$ cat config.mk
export PLATFORM = sky130hd
export DESIGN_NAME = sadc_device_flat
export DESIGN_NICKNAME = d
export VERILOG_FILES = /design/src/sadc_pkg.sv /design/src/sadc_bus_if.sv /design/src/sadc_device.sv /design/src/flat_wrapper.sv
export VERILOG_INCLUDE_DIRS = /design/src
export SDC_FILE = /design/constraint.sdc
export NUM_CORES = 1
export LEC_CHECK = 0
export ABC_AREA = 1
export CELL_PAD_IN_SITES_DETAIL_PLACEMENT = 0
export CELL_PAD_IN_SITES_GLOBAL_PLACEMENT = 1
export CORE_MARGIN = 2
export CORE_UTILIZATION = 48
export CTS_CLUSTER_DIAMETER = 80
export DETAILED_ROUTE_END_ITERATION = 10
export DONT_BUFFER_PORTS = 1
export HOLD_SLACK_MARGIN = 0.05
export PLACE_DENSITY_LB_ADDON = 0.1
export SLEW_MARGIN = 20
export SYNTH_ARGS = -nofsm -noshare
export SYNTH_HDL_FRONTEND = slang
export SYNTH_SLANG_ARGS = --single-unit
$ cat constraint.sdc
create_clock -name sys_clk -period 3.5 [get_ports sys_clk]
set_input_delay 1.05 -clock sys_clk [delete_from_list [all_inputs] [get_ports sys_clk]]
set_output_delay 1.05 -clock sys_clk [all_outputs]
set_load 0.03 [all_outputs]
$ cat src/sadc_cfg.svh
// constants of the converter control block: offsets, fields, reset values, timing
`ifndef SADC_CFG_SVH
`define SADC_CFG_SVH

// ----------------------------------------------------------------------
// data-space register offsets (processor side)
// ----------------------------------------------------------------------
`define SADC_RESULT_ADDR   8'hd0
`define SADC_CTRL_ADDR     8'hd1

// ----------------------------------------------------------------------
// converter_control fields
// ----------------------------------------------------------------------
`define SADC_IEN_BIT       7
`define SADC_EOC_BIT       6
`define SADC_STA_BIT       5
`define SADC_PWR_BIT       4
`define SADC_CTRL_RESET    8'h40
`define SADC_IRQ_VECTOR    3'h4

// ----------------------------------------------------------------------
// timing: sequencer steps from the oscillator divided by twelve
// ----------------------------------------------------------------------
`define SADC_DIV           12
`define SADC_OSC_KHZ       8000
`define SADC_CONV_NS       70000
`define SADC_CONV_STEPS    ((`SADC_CONV_NS * `SADC_OSC_KHZ) / (`SADC_DIV * 1000000))
`define SADC_BIT_STEPS     8
`define SADC_ACQ_STEPS     (`SADC_CONV_STEPS - `SADC_BIT_STEPS)

// ----------------------------------------------------------------------
// host registers on the AXI4-Lite side (byte addresses)
// ----------------------------------------------------------------------
`define SADC_H_CMD_ADDR    4'h0
`define SADC_H_STAT_ADDR   4'h4
`define SADC_H_CTRL_ADDR   4'h8
`define SADC_H_CMD_WR_BIT  16
`define SADC_RESP_OKAY     2'b00
`define SADC_RESP_SLVERR   2'b10

`endif

$ cat src/sadc_pkg.sv
// types shared by both ends of the converter control block
package sadc_pkg;

   // ----------------------------------------------------------------------
   // sequencer states
   // ----------------------------------------------------------------------
   typedef enum logic [1:0] {
      SADC_IDLE = 2'b00,
      SADC_ACQ  = 2'b01,
      SADC_BITS = 2'b10
   } sadc_state_t;

   typedef logic [7:0] sadc_byte_t;

endpackage : sadc_pkg

$ cat src/sadc_bus_if.sv
// data-space register bus between processor side and converter control
`timescale 1ns/1ps
interface sadc_bus_if;
   logic [7:0] cpu_addr;
   logic       cpu_wr;
   logic       cpu_rd;
   logic [7:0] cpu_wdata;
   logic [7:0] dev_rdata;
   logic       dev_rvalid;
   logic       dev_irq;

   modport device (
      input  cpu_addr,
      input  cpu_wr,
      input  cpu_rd,
      input  cpu_wdata,
      output dev_rdata,
      output dev_rvalid,
      output dev_irq
   );

   modport host (
      output cpu_addr,
      output cpu_wr,
      output cpu_rd,
      output cpu_wdata,
      input  dev_rdata,
      input  dev_rvalid,
      input  dev_irq
   );
endinterface : sadc_bus_if

$ cat src/sadc_device.sv
// converter-side end: control register, result register and SAR sequencer
// ----------------------------------------------------------------------
// Summary of operation
// - sequencer steps on oscillator divided by twelve
// - successive approximation gives 8-bit read-only result
// - writing start with power set in the same write begins conversion, clears end flag
// - completion sets end flag; result then valid
// - one conversion per start; no free running
// - start during conversion restarts it at once
// - start bit is write-only, reads zero
// - interrupt vector four when flag and enable
// - control bits: enable, flag, start, power
// - power select zero holds converter idle
// - reset aborts conversion, control becomes 40h
// - end flag is read-only to software
// - result register at d0h, eight bits
// - control register read/write at d1h
// - software powers converter before starting
// - wait state does not unpower the converter
// - software selects one analog line only
// - conversion takes about 70us at 8MHz
// - completion interrupt can wake from wait
// ----------------------------------------------------------------------
//
// The implementer's own choice: the AXI4-Lite register port.
`timescale 1ns/1ps
`include "sadc_cfg.svh"
module sadc_device
   import sadc_pkg::*;
(
   input  wire logic       sys_clk,
   input  wire logic       resetn,
   sadc_bus_if.device      bus,
   input  wire logic       cmp_in,
   output logic [7:0]      dac_code,
   output logic            conv_power,
   output logic            conv_busy
);
   // ----------------------------------------------------------------------
   // local constants
   // ----------------------------------------------------------------------
   localparam logic [3:0] DIV_LAST = 4'(`SADC_DIV - 1);
   localparam logic [5:0] ACQ_LAST = 6'(`SADC_ACQ_STEPS - 1);
   localparam logic [5:0] BIT_LAST = 6'(`SADC_BIT_STEPS - 1);
   localparam logic [7:0] CTRL_RST = `SADC_CTRL_RESET;

   // ----------------------------------------------------------------------
   // one trial step of the approximation: settle bit, raise the next
   // ----------------------------------------------------------------------
   function automatic sadc_byte_t sar_step(input sadc_byte_t cur,
                                           input logic [2:0] idx,
                                           input logic       keep);
      sadc_byte_t r;
      logic [2:0] pos;
      r      = cur;
      pos    = 3'h7 - idx;
      r[pos] = keep;
      if (pos != 3'h0)
         r[pos - 3'h1] = 1'b1;
      return r;
   endfunction : sar_step

   // ----------------------------------------------------------------------
   // state
   // ----------------------------------------------------------------------
   logic        ien_q;
   logic        eoc_q;
   logic        pwr_q;
   sadc_byte_t  result_q;
   sadc_byte_t  sar_q;
   sadc_state_t state_q;
   logic [5:0]  step_q;
   logic [3:0]  div_q;
   logic        tick_q;
   logic        cmp_s1_q, cmp_s2_q;
   logic        wr_ctrl;
   logic        start_w;
   logic        done_w;

   // ----------------------------------------------------------------------
   // comparator input synchroniser
   // ----------------------------------------------------------------------
   // first stage is read by the second stage only
   always_ff @(posedge sys_clk) begin
      if (!resetn) begin
         cmp_s1_q <= 1'b0;
         cmp_s2_q <= 1'b0;
      end else begin
         cmp_s1_q <= cmp_in;
         cmp_s2_q <= cmp_s1_q;
      end
   end

   // ----------------------------------------------------------------------
   // step clock enable
   // ----------------------------------------------------------------------
   // divide by twelve into a one-cycle step pulse
   always_ff @(posedge sys_clk) begin
      if (!resetn) begin
         div_q  <= 4'h0;
         tick_q <= 1'b0;
      end else begin
         tick_q <= (div_q == DIV_LAST);
         div_q  <= (div_q == DIV_LAST) ? 4'h0 : div_q + 4'h1;
      end
   end

   // ----------------------------------------------------------------------
   // register access decode
   // ----------------------------------------------------------------------
   // a start only counts when the same write leaves the converter powered
   assign wr_ctrl = bus.cpu_wr && (bus.cpu_addr == `SADC_CTRL_ADDR);
   assign start_w = wr_ctrl && bus.cpu_wdata[`SADC_STA_BIT]
                    && bus.cpu_wdata[`SADC_PWR_BIT];
   assign done_w  = tick_q && (state_q == SADC_BITS) && (step_q == BIT_LAST)
                    && !start_w && pwr_q;

   // ----------------------------------------------------------------------
   // control register
   // ----------------------------------------------------------------------
   // enable and power are plain bits; the end flag ignores writes
   always_ff @(posedge sys_clk) begin
      if (!resetn) begin
         ien_q <= CTRL_RST[`SADC_IEN_BIT];
         pwr_q <= CTRL_RST[`SADC_PWR_BIT];
      end else if (wr_ctrl) begin
         ien_q <= bus.cpu_wdata[`SADC_IEN_BIT];
         pwr_q <= bus.cpu_wdata[`SADC_PWR_BIT];
      end
   end

   // end-of-conversion flag: a start clear wins over a completion set, which is suppressed by the start
   always_ff @(posedge sys_clk) begin
      if (!resetn)
         eoc_q <= CTRL_RST[`SADC_EOC_BIT];
      else if (done_w)
         eoc_q <= 1'b1;
      else if (start_w)
         eoc_q <= 1'b0;
   end

   // ----------------------------------------------------------------------
   // sequencer: acquisition steps then eight bit steps
   // ----------------------------------------------------------------------
   always_ff @(posedge sys_clk) begin
      if (!resetn) begin
         state_q <= SADC_IDLE;
         step_q  <= 6'h0;
         sar_q   <= 8'h00;
      end else if (start_w) begin
         state_q <= SADC_ACQ;
         step_q  <= 6'h0;
         sar_q   <= 8'h80;
      end else if (!pwr_q) begin
         state_q <= SADC_IDLE;
         step_q  <= 6'h0;
      end else if (tick_q) begin
         case (state_q)
            SADC_ACQ: begin
               if (step_q == ACQ_LAST) begin
                  state_q <= SADC_BITS;
                  step_q  <= 6'h0;
               end else begin
                  step_q <= step_q + 6'h1;
               end
            end
            SADC_BITS: begin
               sar_q <= sar_step(sar_q, step_q[2:0], cmp_s2_q);
               if (step_q == BIT_LAST) begin
                  state_q <= SADC_IDLE;
                  step_q  <= 6'h0;
               end else begin
                  step_q <= step_q + 6'h1;
               end
            end
            SADC_IDLE: begin
               step_q <= 6'h0;
            end
            default: begin
               state_q <= SADC_IDLE;
               step_q  <= 6'h0;
            end
         endcase
      end
   end

   // result captured together with the end flag
   always_ff @(posedge sys_clk) begin
      if (!resetn)
         result_q <= 8'h00;
      else if (done_w)
         result_q <= sar_step(sar_q, step_q[2:0], cmp_s2_q);
   end

   // ----------------------------------------------------------------------
   // read answers and interrupt request
   // ----------------------------------------------------------------------
   // reads answer one cycle after the strobe; unused bits read zero
   always_ff @(posedge sys_clk) begin
      if (!resetn) begin
         bus.dev_rdata  <= 8'h00;
         bus.dev_rvalid <= 1'b0;
      end else begin
         bus.dev_rvalid <= bus.cpu_rd;
         if (bus.cpu_rd) begin
            case (bus.cpu_addr)
               `SADC_RESULT_ADDR: bus.dev_rdata <= result_q;
               `SADC_CTRL_ADDR:   bus.dev_rdata <= {ien_q, eoc_q, 1'b0, pwr_q, 4'h0};
               default:           bus.dev_rdata <= 8'h00;
            endcase
         end
      end
   end

   // interrupt on the vector-four line, independent of wait state
   always_ff @(posedge sys_clk) begin
      if (!resetn)
         bus.dev_irq <= 1'b0;
      else
         bus.dev_irq <= eoc_q && ien_q;
   end

   // ----------------------------------------------------------------------
   // analog-side outputs
   // ----------------------------------------------------------------------
   // power follows the select bit only, never the wait state
   always_ff @(posedge sys_clk) begin
      if (!resetn) begin
         dac_code   <= 8'h00;
         conv_power <= 1'b0;
         conv_busy  <= 1'b0;
      end else begin
         dac_code   <= sar_q;
         conv_power <= pwr_q;
         conv_busy  <= (state_q != SADC_IDLE);
      end
   end

endmodule : sadc_device

$ cat src/flat_wrapper.sv
// flat-port wrapper written by rule: the top's interface ports become plain ports
module sadc_device_flat import sadc_pkg::*;
  (sys_clk, resetn, cmp_in, dac_code, conv_power, conv_busy, bus_cpu_addr, bus_cpu_wr, bus_cpu_rd, bus_cpu_wdata, bus_dev_rdata, bus_dev_rvalid, bus_dev_irq);
  sadc_bus_if bus_i ();
  input  wire logic sys_clk;
  input  wire logic resetn;
  input  wire logic cmp_in;
  output logic [7:0] dac_code;
  output logic conv_power;
  output logic conv_busy;
  input wire logic [$bits(bus_i.cpu_addr)-1:0] bus_cpu_addr;
  input wire logic [$bits(bus_i.cpu_wr)-1:0] bus_cpu_wr;
  input wire logic [$bits(bus_i.cpu_rd)-1:0] bus_cpu_rd;
  input wire logic [$bits(bus_i.cpu_wdata)-1:0] bus_cpu_wdata;
  output wire logic [$bits(bus_i.dev_rdata)-1:0] bus_dev_rdata;
  output wire logic [$bits(bus_i.dev_rvalid)-1:0] bus_dev_rvalid;
  output wire logic [$bits(bus_i.dev_irq)-1:0] bus_dev_irq;
  assign bus_i.cpu_addr = bus_cpu_addr;
  assign bus_i.cpu_wr = bus_cpu_wr;
  assign bus_i.cpu_rd = bus_cpu_rd;
  assign bus_i.cpu_wdata = bus_cpu_wdata;
  assign bus_dev_rdata = bus_i.dev_rdata;
  assign bus_dev_rvalid = bus_i.dev_rvalid;
  assign bus_dev_irq = bus_i.dev_irq;
  sadc_device u_core (.sys_clk(sys_clk), .resetn(resetn), .bus(bus_i), .cmp_in(cmp_in), .dac_code(dac_code), .conv_power(conv_power), .conv_busy(conv_busy));
endmodule
== After elaboration in Yosys (flattened, before gate mapping) ==
Cells that the tools add are included.
Storage, ports and cells
  bits in registers: 54
  input port bits: 21
  output and inout port bits: 20
  word-level logic and storage cells: 89
Cells by class
  $add $sub $neg: 4
  $lt $le $gt $ge: 4
  equal/unequal tests: 13
  multiplexer cells: 20
  bitwise logic cells: 4
  reductions and logical operators: 25
Operators with widths (count)
  8-bit two-way mux: 5
  8-bit == test, second input constant: 2
  8-bit one-hot mux with 2 select lines: 1
  6-bit two-way mux: 2
  6-bit one-hot mux with 2 select lines: 1
  1-bit logical AND: 10
  8-bit bitwise mux: 1
  3-bit by 4-bit less-than comparator with 1-bit output, second input constant: 2
  4-bit inequality test, second input constant: 2
  8-bit OR: 1
  4-bit AND reduction: 2
  2-bit nonzero test: 4
  6-bit by 1-bit adder with 6-bit output, second input constant: 1
  1-bit demux with 3-bit select: 2
  6-bit by 3-bit == test with 1-bit output, second input constant: 1
  6-bit == test, second input constant: 1
  3-bit by 1-bit greater-or-equal comparator with 1-bit output, second input constant: 2
  3-bit inequality test, second input constant: 2
  2-bit one-hot mux with 3 select lines: 1
  3-bit AND reduction: 2
  2-bit OR reduction: 3
  1-bit two-way mux: 5
  4-bit by 1-bit adder with 4-bit output, second input constant: 1
  4-bit == test, second input constant: 1
  other kinds (12): 15

== Logic depth before layout (Yosys ltp) ==
  depth in word-level cells: 12
  mapped depth: 11

== Worst setup path after synthesis ==
OpenSTA, ideal clock, no wires.
  path type: in2reg
  from: input bus_cpu_addr[4]
  to: register u_core.result_q[1]
  library setup time: 115 ps
  arrival: 1843 ps
  setup slack: 1542 ps
  cell stages on the path: 8
  buffers on the path: 1
  cell sequence: inv_1 nor2_1 nand2_1 nor2_4 nand4_4 buf_4 a21oi_1 nor2_1
Between the ends
  cells in the longest elaborated chain, start to end: 7
Ends and longest elaborated chain
  start: declaration: line flat_wrapper.sv:11  | input wire logic [$bits(bus_i.cpu_addr)-1:0] bus_cpu_addr;
  8-bit == test (no source line)
  1-bit logical AND: line sadc_device.sv:112  | assign wr_ctrl = bus.cpu_wr && (bus.cpu_addr == `SADC_CTRL_ADDR);
  1-bit logical AND (2 in series): line sadc_device.sv:113  | assign start_w = wr_ctrl && bus.cpu_wdata[`SADC_STA_BIT]
  1-bit zero test: line sadc_device.sv:116  | && !start_w && pwr_q;
  1-bit logical AND (2 in series): line sadc_device.sv:116
  end signal: assignment: line sadc_device.sv:192  | result_q <= sar_step(sar_q, step_q[2:0], cmp_s2_q);
  end: declaration: line sadc_device.sv:69  | sadc_byte_t result_q;
Every way passes these cells.
A chain may end at the register's enable or synchronous reset.

== Worst setup path after layout ==
  from: input bus_cpu_addr[4]
  to: register u_core.step_q[4]
Between the ends
  cells in the longest elaborated chain, start to end: 5
Ends and longest elaborated chain
  8-bit == test (no source line)
  1-bit logical AND: line sadc_device.sv:112
  1-bit logical AND (2 in series): line sadc_device.sv:113
  3-bit OR reduction (no source line)
  end signal: assignment: line sadc_device.sv:164  | step_q <= step_q + 6'h1;
  end signal: assignment: line sadc_device.sv:173  | step_q <= step_q + 6'h1;
  end: declaration: line sadc_device.sv:72  | logic [5:0] step_q;
Every way passes these cells.

==> impl_metrics.tcl <==
set metrics [dict create \
    status "complete, no violations" \
    drtIter0Drc 132 \
    end_kind "flip-flop" \
    vias 2025 \
    synthToLayoutAreaGrowth_pct 5.198 \
    grt_pass1_vias 1866 \
    arrival_ps 2090 \
    syn-num-nets 372 \
    syn_area_um2 2527 \
    layout.nets 370 \
    gp_congestion 0.8051 \
    setup_slack_ps 1611 \
    clock_latency_ps 300 \
    grt_max_degree 31 \
    ys_types 32 \
    path_cells "inv_1 -> nor2_1 -> nand2_1 -> nor2_4 -> nand4_4 -> nand3_1 -> nor2_1" \
    wl_mm 5.033 \
    min_period_ps 1889 \
    gr-total-overflow 0 \
    dp_slack_ps 1256 \
    fmax_ghz 0.5295 \
    yosys.area_share.adder_pct 3.960 \
    n_fill_cell 537 \
    cp.buffers_inverters 1 \
    p_leak_nw 1.144 \
    tightest_slew_ps 489.4 \
    port_buffers 0 \
    clk_path_buf_depth 2 \
    synth_seq_cells 54 \
    synthMuxAreaShare_pct 0 \
    cts_setup_buffers 0 \
    yosys_warnings 0 \
    drive_gt1_share_pct 7.018 \
    io_pins 41 \
    postSynthCellCount 343 \
    cts_hold_buf 0 \
    post-route-period-util_pct 53.96 \
    antenna_found_initial 0 \
    post-route-cell-area_um2 2659 \
    finalSetupTns_ps 0 \
    syn_avg_cell_area_um2 7.369 \
    rows 26 \
    synth-xor-area-share_pct 1.386 \
    finish.utilization_pct 52.06 \
    slew_violations 0 \
    synth_top_family_by_area "simple AND/OR/NAND/NOR gates" \
    die_h_um 76.57 \
    cts_tree "built" \
    htree_levels 2 \
    cp_common_cell "nor2_1" \
    synth-compound-area-share_pct 10.64 \
    holdWs_ps 425.5 \
    skew_ps 5.911 \
    max-vdd-ir-drop_uv 219.6 \
    core_um2 5107 \
    drc_errors 0 \
    ff_latch_area_um2 1081 \
    wl_per_cell_um 12.22 \
    path_clk_slew_ps 90 \
    synthSimpleGateAreaFrac_pct 31.73 \
    path_max_fanout 21 \
    cpPeakStageDelay_ps 300 \
    hold_class "reg2reg" \
    relSlewSlack_pct 67.33 \
    multiInputGateArea_um2 1206 \
    p_per_area_nw_per_um2 398.8 \
    setup_viol 0 \
    dieArea_um2 5862 \
    hpwl_mm 3.574 \
    seq_area_frac_synth_pct 42.77 \
    firstDrtPassIters 4 \
    start_util_pct 49.49 \
    antenna_cells 0 \
    die_w_um 76.57 \
    startpoint_type "input pin" \
    numCtsBuffers 5 \
    required_ps 3700 \
    via_per_inst 4.915 \
    grt_pass1_wl_mm 8.776 \
    root_buffer "clkbuf_8" \
    rsz0062_at_grt "no" \
    ant_nets 0 \
    cts_num_sinks 54 \
    finalHoldViolCount 0 \
    track_usage_pct 18.58 \
    cap_violations 0 \
    cp_top_family "simple AND/OR/NAND/NOR gates" \
    cts_resized 0 \
    place_area_um2 2549 \
    critPathKind "in2reg" \
    crit_path_top_delay_cell "nand4_4" \
]
## flip-flops by register name, summed over array words and instances (netlist names), 2 cells and up
name                  cells
u_core.bus.dev_rdata      8
u_core.dac_code           8
u_core.div_q              4
u_core.result_q           8
u_core.sar_q              8
u_core.state_q            2
u_core.step_q             6
## cells by family after synthesis
kind of cell | Yosys count
AND/OR/NAND/NOR | 172
buffers and inverters | 54
flip-flops | 54
AO/OA/AOI/OAI | 51
adder cells (fa/ha/maj) | 8
XOR/XNOR | 4
## routing by layer
metal | vias up | global-route usage, % | wire length (µm)
li1 | 1096 | - | -
met4 | 0 | 7.455 | 84
met3 | 8 | 3.673 | 153
met5 | - | 0 | 0
met1 | 888 | 25.96 | 2581
met2 | 33 | 28.14 | 2213
## cells in the mapped netlist
library cell	count	share of area (%)
nor2_4	2	0.89
a21oi_1	27	5.3
nand3_4	2	1.4
nand4_1	6	1.5
inv_1	40	5.9
nor2_2	2	0.49
inv_2	3	0.45
dfxtp_1	54	43
or2_2	1	0.25
o211ai_1	3	0.89
a21boi_0	1	0.30
nor2_1	41	6.1
ha_1	8	4.0
buf_6	2	0.89
a21oi_2	1	0.35
o21ai_1	2	0.40
o21ai_0	17	3.4
buf_4	1	0.30
nand3_1	35	6.9
nor2_8	1	0.79
xnor2_1	2	0.69
nand2_1	77	11
nor3b_2	1	0.49
clkinv_1	1	0.15
buf_2	2	0.40
buf_8	1	0.59
inv_6	1	0.35
clkbuf_1	3	0.45
nand2_2	1	0.25
nand4_4	1	0.84
xor2_1	2	0.69
nor3_1	2	0.40
## where the power goes
| part | internal (W) | switching, W | total, W |
|---|---|---|---|
| clock | 0.000200 | 0.000196 | 0.000396 |
| sequential | 0.000623 | 0.0000150 | 0.000638 |
| combinational | 0.0000106 | 0.0000158 | 0.0000264 |
## stage by stage
stage	power, W	std cells
final	0.001060	412
after global routing	0.001108	412
after CTS	0.001076	412
after detailed placement	0.0006794	404
after global placement	0.0006792	404
after floorplan	0.0006799	343
## worst min-delay path: stages, from the launching register on
cell and delay, ps:
dfxtp_1 310, nand2_1 50, inv_1 30
## layout by cell type (no fill, tap or decap)
cell	n
nand2_1	77
dfxtp_1	54
nor2_1	41
inv_1	40
nand3_1	35
a21oi_1	27
o21ai_0	17
ha_1	8
clkbuf_8	8
nand4_1	6
inv_2	3
o211ai_1	3
nor2_4	2
o21ai_1	2
nand3_4	2
nor3_1	2
nor2_2	2
xor2_1	2
xnor2_1	2
or2_2	1
nor3b_2	1
clkinv_1	1
nand4_4	1
inv_6	1
nor2_8	1
nand2_2	1
a21oi_2	1
a21boi_0	1
## area by class of cell
class / instances / area share, %
clock buffer: 8 / 4.141
inverter: 45 / 6.541
multi-input combinational: 235 / 45.36
sequential: 54 / 40.66
tap: 70 / 3.294
## path summary, 6_finish.rpt
path | depth (start not counted) | end | slack (ps) | startpoint
max | 7 | u_core.step_q[4]$_SDFFE_PP0P_ | 1610 | bus_cpu_addr[4]
min | 2 | u_core.cmp_s2_q$_SDFF_PN0_ | 430 | u_core.cmp_s1_q$_SDFF_PN0_
max reg2reg | 9 | u_core.result_q[6]$_SDFFE_PN0P_ | 1710 | u_core.step_q[0]$_SDFFE_PP0P_
min reg2reg | 2 | u_core.cmp_s2_q$_SDFF_PN0_ | 430 | u_core.cmp_s1_q$_SDFF_PN0_
Power figures use the tool's default switching activity.
